## config.mk

```make
export PLATFORM = sky130hd
export DESIGN_NAME = fieldbus_channel
export DESIGN_NICKNAME = d
export VERILOG_FILES = /design/src/include/fieldbus_pkg.sv /design/src/verilog/param_store.sv /design/src/verilog/monitor_select.sv /design/src/verilog/fieldbus_channel.sv
export VERILOG_INCLUDE_DIRS = /design/src /design/src/include
export SDC_FILE = /design/constraint.sdc
export NUM_CORES = 2
export LEC_CHECK = 0
export BUFFER_PORTS_ARGS = -buffer_cell sky130_fd_sc_hd__clkbuf_2
export CORE_MARGIN = 2
export CORE_UTILIZATION = 45
export DETAILED_ROUTE_END_ITERATION = 7
export SYNTH_ARGS = -nofsm -noshare
export SYNTH_HDL_FRONTEND = slang
export SYNTH_SLANG_ARGS = --single-unit
export TNS_END_PERCENT = 1
```

## constraint.sdc

```tcl
create_clock -name clk -period 10.9 [get_ports clk]
set_input_delay 1.09 -clock clk [delete_from_list [all_inputs] [get_ports clk]]
set_output_delay 1.09 -clock clk [all_outputs]
set_load 0.03 [all_outputs]
```

## src/include/fieldbus_params.svh

```systemverilog
// constants for the fieldbus parameter and process channel interpreter
`ifndef FIELDBUS_PARAMS_SVH
`define FIELDBUS_PARAMS_SVH

`define TASK_NONE 4'h0
`define TASK_READ 4'h1
`define TASK_MODIFY 4'h2
`define RESP_OK 4'h1
`define RESP_ERR 4'h7
`define TASK_HI 15
`define TASK_LO 12
`define TASK_DONTCARE_BIT 11
`define GROUP_HI 7
`define GROUP_LO 0
`define INDEX_HI 15
`define INDEX_LO 8

`define ERR_LOCKED 16'h0001
`define ERR_BAD_CMD 16'h0002
`define ERR_BAD_ADDR 16'h0003
`define ERR_BAD_VALUE 16'h0004
`define ERR_RUNNING 16'h0005
`define ERR_READ_ONLY 16'h0006
`define ERR_NO_EXT_WRITE 16'h0007

`define CMD_INHIBIT_BIT 7
`define CMD_RAMP_HOLD_BIT 6
`define CMD_ERR_RESET_BIT 5
`define CMD_ESTOP_BIT 4
`define CMD_STOP_BIT 3
`define CMD_REVERSE_BIT 2
`define CMD_JOG_BIT 1
`define CMD_RUN_BIT 0

`define NUM_GROUPS 4
`define GROUP_SIZE 16
`define MON_WORDS 8
`define MON_SEL_W 4
`define MON_SRC 16
`define PARAM_RESET 16'h0000
`define LIMIT_RESET 16'hffff

`endif

```

## src/include/fieldbus_pkg.sv

```systemverilog
// types shared by the fieldbus interpreter files
package fieldbus_pkg;
	typedef struct packed {
		logic [15:0] task_word;
		logic [15:0] index_word;
		logic [15:0] value_high;
		logic [15:0] value_low;
	} param_channel_t;

	typedef struct packed {
		logic ramp_hold;
		logic err_reset;
		logic estop;
		logic stop;
		logic reverse;
		logic jog;
		logic run;
	} drive_cmd_t;

	typedef enum logic [1:0] {
		ST_IDLE = 2'b00,
		ST_LOOKUP = 2'b01,
		ST_ANSWER = 2'b10
	} param_state_t;
endpackage : fieldbus_pkg

```

## src/verilog/param_store.sv

```systemverilog
// parameter store with per-entry limits and access attributes
`timescale 1ns/10ps
`include "fieldbus_params.svh"
module param_store (
	input wire logic clk,
	input wire logic rst_b,
	input wire logic [7:0] group,
	input wire logic [7:0] index,
	input wire logic wr_en,
	input wire logic [15:0] wr_data,
	output logic [15:0] rd_data,
	output logic [15:0] upper_limit,
	output logic addr_ok,
	output logic read_only,
	output logic no_ext_write,
	output logic run_locked
);
	localparam int DEPTH = `NUM_GROUPS * `GROUP_SIZE;
	logic [15:0] mem_q [DEPTH];
	logic [15:0] mem_d [DEPTH];
	logic [5:0] addr;

	// flat address and range check
	always_comb begin
		addr_ok = (group < 8'(`NUM_GROUPS)) && (index < 8'(`GROUP_SIZE));
		addr = {group[1:0], index[3:0]};
		rd_data = mem_q[addr];
		upper_limit = `LIMIT_RESET >> index[1:0];
		read_only = (index[3:2] == 2'b11);
		no_ext_write = (index[3:2] == 2'b10);
		run_locked = (index[3:2] == 2'b01);
	end

	// one entry per generate step: next value and register
	for (genvar i = 0; i < DEPTH; i++) begin : g_ent
		always_comb begin
			mem_d[i] = mem_q[i];
			if (wr_en && (addr == 6'(i))) begin
				mem_d[i] = wr_data;
			end
		end
		always_ff @(posedge clk) begin
			if (!rst_b) begin
				mem_q[i] <= `PARAM_RESET;
			end else begin
				mem_q[i] <= mem_d[i];
			end
		end
	end
endmodule : param_store

```

## src/verilog/monitor_select.sv

```systemverilog
// picks monitoring quantities for the extra response process words
`timescale 1ns/10ps
`include "fieldbus_params.svh"
module monitor_select (
	input wire logic [`MON_WORDS*`MON_SEL_W-1:0] sel,
	input wire logic [`MON_SRC*16-1:0] sources,
	output logic [`MON_WORDS*16-1:0] words
);
	// each word takes the source named by its selector nibble
	always_comb begin
		for (int i = 0; i < `MON_WORDS; i++) begin
			words[i*16 +: 16] = sources[sel[i*`MON_SEL_W +: `MON_SEL_W]*16 +: 16];
		end
	end
endmodule : monitor_select

```

## src/verilog/fieldbus_channel.sv

```systemverilog
// slave-side interpreter of parameter and process channels in each telegram
`timescale 1ns/10ps
`include "fieldbus_params.svh"
// How it works
// - each telegram has its process part interpreted; its parameter part only when idle and the request changed
// - bit 11 of the request task word is ignored
// - read answers task 1, echoes group and index, returns value
// - accepted modify stores the low value word and answers task 1
// - index out of range answers task 7 with cause 3
// - value above the upper limit is not stored; cause 4
// - undefined task nibble does no access; cause 2
// - password lock rejects modify with cause 1
// - running drive rejects modify of run-locked parameter with cause 5
// - modify of read-only parameter is rejected with cause 6
// - modify of parameter without external write rejected with cause 7
// - response carries state word, actual speed, then monitor words
// - command word acted on only when bit 7 is zero
// - command bits are active high: hold, reset, estop, stop, rev, jog, run
// - task nibble 0 none, 1 read, 2 modify, others illegal
// - no-task answers task 0 and zero value, no access
module fieldbus_channel (
	input wire logic clk,
	input wire logic rst_b,
	input wire logic telegram_valid,
	input wire fieldbus_pkg::param_channel_t param_req,
	input wire logic [15:0] drive_command_word,
	input wire logic [15:0] speed_setpoint,
	input wire logic password_lock,
	input wire logic drive_running,
	input wire logic [15:0] drive_state_word,
	input wire logic [15:0] actual_speed_word,
	input wire logic [`MON_WORDS*`MON_SEL_W-1:0] monitor_sel,
	input wire logic [`MON_SRC*16-1:0] monitor_sources,
	output fieldbus_pkg::param_channel_t param_resp,
	output logic [15:0] resp_state_word,
	output logic [15:0] resp_actual_speed,
	output logic [`MON_WORDS*16-1:0] resp_monitor,
	output fieldbus_pkg::drive_cmd_t drive_cmd,
	output logic [15:0] speed_ref,
	output logic cmd_strobe
);
	fieldbus_pkg::param_state_t state_q, state_d;
	fieldbus_pkg::param_channel_t req_q, req_d, resp_q, resp_d;
	logic have_req_q, have_req_d;
	logic [15:0] req_masked;
	logic [15:0] last_task_q, last_task_d;
	logic wr_en;
	logic [15:0] rd_data, upper_limit;
	logic addr_ok, read_only, no_ext_write, run_locked;
	logic [`MON_WORDS*16-1:0] mon_words;
	fieldbus_pkg::drive_cmd_t cmd_q, cmd_d;
	logic [15:0] speed_q, speed_d;
	logic strobe_q, strobe_d;
	logic [15:0] state_word_q, act_q;
	logic [`MON_WORDS*16-1:0] mon_q;

	param_store u_store (
		.clk(clk),
		.rst_b(rst_b),
		.group(req_q.task_word[`GROUP_HI:`GROUP_LO]),
		.index(req_q.index_word[`INDEX_HI:`INDEX_LO]),
		.wr_en(wr_en),
		.wr_data(req_q.value_low),
		.rd_data(rd_data),
		.upper_limit(upper_limit),
		.addr_ok(addr_ok),
		.read_only(read_only),
		.no_ext_write(no_ext_write),
		.run_locked(run_locked)
	);

	monitor_select u_mon (
		.sel(monitor_sel),
		.sources(monitor_sources),
		.words(mon_words)
	);

	// task word with the don't-care bit cleared, so 0x1805 equals 0x1005
	always_comb begin
		req_masked = param_req.task_word;
		req_masked[`TASK_DONTCARE_BIT] = 1'b0;
	end

	// parameter channel: take a new request, look it up, answer
	always_comb begin
		state_d = state_q;
		req_d = req_q;
		resp_d = resp_q;
		have_req_d = have_req_q;
		last_task_d = last_task_q;
		wr_en = 1'b0;
		case (state_q)
			fieldbus_pkg::ST_IDLE: begin
				// only a changed request is executed again
				if (telegram_valid && (!have_req_q || req_masked != last_task_q ||
						param_req.index_word != req_q.index_word ||
						param_req.value_low != req_q.value_low)) begin
					req_d = param_req;
					req_d.task_word = req_masked;
					last_task_d = req_masked;
					have_req_d = 1'b1;
					state_d = fieldbus_pkg::ST_LOOKUP;
				end
			end
			fieldbus_pkg::ST_LOOKUP: begin
				resp_d.task_word = {`RESP_ERR, 4'h0, req_q.task_word[7:0]};
				resp_d.index_word = req_q.index_word;
				resp_d.value_high = 16'h0000;
				case (req_q.task_word[`TASK_HI:`TASK_LO])
					`TASK_NONE: begin
						resp_d.task_word = {`TASK_NONE, 4'h0, req_q.task_word[7:0]};
						resp_d.value_low = 16'h0000;
					end
					`TASK_READ: begin
						if (!addr_ok) begin
							resp_d.value_low = `ERR_BAD_ADDR;
						end else begin
							resp_d.task_word[`TASK_HI:`TASK_LO] = `RESP_OK;
							resp_d.value_low = rd_data;
						end
					end
					`TASK_MODIFY: begin
						if (!addr_ok) begin
							resp_d.value_low = `ERR_BAD_ADDR;
						end else if (password_lock) begin
							resp_d.value_low = `ERR_LOCKED;
						end else if (read_only) begin
							resp_d.value_low = `ERR_READ_ONLY;
						end else if (no_ext_write) begin
							resp_d.value_low = `ERR_NO_EXT_WRITE;
						end else if (drive_running && run_locked) begin
							resp_d.value_low = `ERR_RUNNING;
						end else if (req_q.value_low > upper_limit) begin
							resp_d.value_low = `ERR_BAD_VALUE;
						end else begin
							wr_en = 1'b1;
							resp_d.task_word[`TASK_HI:`TASK_LO] = `RESP_OK;
							resp_d.value_low = req_q.value_low;
						end
					end
					default: begin
						resp_d.value_low = `ERR_BAD_CMD;
					end
				endcase
				state_d = fieldbus_pkg::ST_ANSWER;
			end
			fieldbus_pkg::ST_ANSWER: begin
				state_d = fieldbus_pkg::ST_IDLE;
			end
			default: begin
				state_d = fieldbus_pkg::ST_IDLE;
			end
		endcase
	end

	always_ff @(posedge clk) begin
		if (!rst_b) begin
			state_q <= fieldbus_pkg::ST_IDLE;
			req_q <= '0;
			resp_q <= '0;
			have_req_q <= 1'b0;
			last_task_q <= 16'h0000;
		end else begin
			state_q <= state_d;
			req_q <= req_d;
			resp_q <= resp_d;
			have_req_q <= have_req_d;
			last_task_q <= last_task_d;
		end
	end

	// process channel: decode command word, ignore it when inhibited
	always_comb begin
		cmd_d = cmd_q;
		speed_d = speed_q;
		strobe_d = 1'b0;
		if (telegram_valid && !drive_command_word[`CMD_INHIBIT_BIT]) begin
			cmd_d.ramp_hold = drive_command_word[`CMD_RAMP_HOLD_BIT];
			cmd_d.err_reset = drive_command_word[`CMD_ERR_RESET_BIT];
			cmd_d.estop = drive_command_word[`CMD_ESTOP_BIT];
			cmd_d.stop = drive_command_word[`CMD_STOP_BIT];
			cmd_d.reverse = drive_command_word[`CMD_REVERSE_BIT];
			cmd_d.jog = drive_command_word[`CMD_JOG_BIT];
			cmd_d.run = drive_command_word[`CMD_RUN_BIT];
			speed_d = speed_setpoint;
			strobe_d = 1'b1;
		end
	end

	always_ff @(posedge clk) begin
		if (!rst_b) begin
			cmd_q <= '0;
			speed_q <= 16'h0000;
			strobe_q <= 1'b0;
		end else begin
			cmd_q <= cmd_d;
			speed_q <= speed_d;
			strobe_q <= strobe_d;
		end
	end

	// response process words sampled every cycle
	always_ff @(posedge clk) begin
		if (!rst_b) begin
			state_word_q <= 16'h0000;
			act_q <= 16'h0000;
			mon_q <= '0;
		end else begin
			state_word_q <= drive_state_word;
			act_q <= actual_speed_word;
			mon_q <= mon_words;
		end
	end

	assign param_resp = resp_q;
	assign resp_state_word = state_word_q;
	assign resp_actual_speed = act_q;
	assign resp_monitor = mon_q;
	assign drive_cmd = cmd_q;
	assign speed_ref = speed_q;
	assign cmd_strobe = strobe_q;
endmodule : fieldbus_channel

```

==> impl_results.md <==
- Setup repair bufs after CTS: 0
- GR Overflow Total: 0
- Post-synthesis cell count: 4242
- CTS resizes: 0
- Hold endpoint: speed_ref[7]
- Max H-tree Level: 4
- Post-layout nets: 5662
- Vias per std cell: slightly above 6
- Number of I/O port buffers: between 600 and 700
- Max-slew violations: 0
- Routed WL: between 200000 and 250000 microns
- Fillers: around 12000
- FMAX: 0.199 GHz
- First-pass DRT Iterations: 6
- Worst r2r path cells: 9
- Hold crit path type: reg -> reg
- Die height: around 390 microns
- RePlAce Congestion: just under 0.9
- Post-DRT Antenna Nets: 0
- Hold Crit Depth: 2
- Num CTS Buffers: 145
- Outcome: finished, final reports clean
- Crit. Startpoint: req_q[15]
- Synth cell types: between 60 and 70
- Worst VDD drop: 0.122 mV
- Netlist Area Pre-Place: roughly 67000 sq um
- Required time worst endpoint: 11.37 ns
- Slowest stage delay, CP: 0.80 ns
- Ports: 669
- CP endpoint kind: flip-flop
- Slew headroom: 0.161
- Worst skew pair latency: 0.80 ns
- Largest net degree at the start of global routing: 97
- DRC: 0
- Via count: 44300
- Register bit total from synthesis: 1306
- Slowest-stage cell, CP: dfxtp_1
- Max Cap Violations: 0
- Crit path launch type: flip-flop
- EDFF count, synth: between 1000 and 1500
- CP Class: reg -> reg
- Worst Clk Skew: about 0.06 ns
- # setup viols final: 0
- Levels on crit path: 9
- TritonCTS clock tree: yes
- Synth area leader: edfxtp_1
- Tot GR Track Use: 0.286
- Die ar.: 151000 sq um
- Crit-path leading delay family: simple AND/OR/NAND/NOR gates
- Core Area: between 100000 and 150000 sq um
- Layout cells sized above 1: 0.347
- Clock sinks: around 1300
- Initial antenna violation count: 39
- Synth top area share: 0.461
- Hold Startpoint: speed_ref[7]
- Die Span X: between 300 and 400 microns
- FFs w/ async S/R, synth: 0
- Register area share after synthesis: 0.545
- Largest cells by area after synthesis: edfxtp_1 46%, mux4_2 30%, dfxtp_1 8.5%
- Vias in the first global route: 44500
- Post-layout min period: between 5 and 6 ns
- Setup tns final: 0 ns
- Final Hold Viols: 0
- Initial Utilization: 0.452
- First-pass GRT wire length: between 300000 and 400000 microns
- Synthesized area per cell: between 15 and 20 sq um
- Final hold slack: around 0.45 ns
- RSZ-0062 raised after global routing: no
- CP max FO: 42
- Clk slew on worst S/H paths: around 0.060 ns
- Drt first-iter violations: around 5000
- Flop2flop setup slack: ~5.9 ns
- Cell row count: around 140
- CTS root buf: clkbuf_16
- Least-Margin Pin Slew: between 1 and 1.5 ns
- Final worst-path cycle share: 0.461
- Crit-path cells: ha_1 > nand4_1 > nor4_2 > o21ai_1 > nor4_2 > nand2_2 > buf_4 > o21ai_1 > buf_4
- HPWL after DPL: ~140000 microns
- CTS Hold Bufs: 0
- R2r endpoint: u_store.mem_q[16][0]
- Ys Warns: 0
- Area grow syn2layout: 17.3%
- Worst reg2reg startpoint: req_q[15]
- Worst EP arrival: around 5.5 ns
- Top_reg_cell synth: edfxtp_1
- Crit path buffers/inverters: 2
- Routed WL per cell: 29.6 microns
- Leakage: approximately 0.028 uW
- Power per standard cell area: around 160 nW/um^2
- Clk buf depth: 3
-- cell type report --
type | instances | area, sq um | share of cell area
multi-input combinational | 3002 | 30500 | 0.389
sequential | 1306 | 36400 | 0.465
tap | 1930 | 2410 | 0.0308
timing repair buffer | 728 | 3960 | 0.0506
clock inverter | 78 | 902 | 0.0115
antenna | 28 | 70.1 | 0.000895
inverter | 55 | 209 | 0.00267
clock buffer | 189 | 3860 | 0.0494
-- cell usage in the layout (no fill, tap or decap), drive strengths merged, types with 13 or more instances in the layout --
cell / n
nand4: 15
a21oi: 107
a221oi: 22
a211o: 28
edfxtp: 1024
inv: 65
mux4: 884
dfxtp: 282
nor2b: 16
nor2: 549
nand2: 217
o221ai: 24
nor4: 17
diode: 28
conb: 533
nand3: 61
buf: 122
o21bai: 13
clkinv: 54
o21ai: 107
clkbuf: 795
xor2: 38
mux2i: 91
and2: 179
-- metrics by stage --
step	setup WS [ns]	instance area (sq um)	power, uW	util	std cells
2_1_floorplan	6.98	68700	7010	-	4774
3_3_place_gp	6.01	73400	7670	0.498	7021
3_5_place_dp	5.92	73400	7690	0.498	7021
4_1_cts	5.89	78200	12600	0.530	7288
5_1_grt	5.58	78300	12900	0.531	7309
6_report	5.87	78300	12500	0.531	7316
-- cells by family (layout without fill, tap and decap cells) --
group                    count (synthesis)  count (layout)  share of synthesized area
AND/OR/NAND/NOR                       1083            1083                     0.0721
buffers and inverters                  466            1050                     0.0290
AO/OA/AOI/OAI                          365             365                     0.0350
flip-flops                            1306            1306                      0.545
XOR/XNOR                                41              41                    0.00538
adder cells (fa/ha/maj)                  3               3                   0.000563
other                                    1             561                  0.0000562
multiplexers                           977             977                      0.312
-- layer usage --
layer  global-route usage  vias to the layer above  routed length [microns]
met3               0.0803                      494                    22900
met5                    0                        -                      123
met1                0.367                    22700                    79600
met2                0.455                     2602                   103000
met4                0.128                       18                    10400
li1                     -                    18500                        -
-- cells in the mapped netlist (24+ instances only) --
library cell  count
nand2_1         217
o21ai_0         105
a211o_1          28
clkbuf_1        225
and2_1          179
xor2_1           38
mux4_2          884
mux2i_1          91
buf_1            99
edfxtp_1       1024
dfxtp_1         282
nand3_1          61
buf_4            24
a21oi_1         106
inv_1            55
o221ai_1         24
nor2_1          549
buf_2            59
-- flip-flops by register name, indices dropped and copies added, names as in the netlist, named ones only --
name / flops
resp_state_word: 16
have_req_q: 1
cmd_strobe: 1
param_resp: 42
resp_monitor: 128
last_task_q: 15
speed_ref: 16
drive_cmd: 7
resp_actual_speed: 16
u_store.mem_q: 1024
req_q: 32
state_q: 2
-- worst max-delay path by stage --
stage / to / slack [ns]
global placement: u_store.mem_q[16][2] / 6.01
detailed placement: u_store.mem_q[16][12] / 5.92
CTS: u_store.mem_q[16][0] / 5.89
finish: u_store.mem_q[16][0] / 5.87
global route: u_store.mem_q[16][0] / 5.58
floorplan: u_store.mem_q[20][0] / 6.98
-- worst min-delay path, cell delays in order (launching register included) --
cell     delay (ns)
dfxtp_1        0.30
nand2_1        0.05
a21oi_1        0.05
-- power by group --
group	internal [uW]	switching (uW)
Sequential	5670	119
Clock	2780	2130
Combinational	772	1040
Total	9230	3280
(Power assumes the default switching activity.)
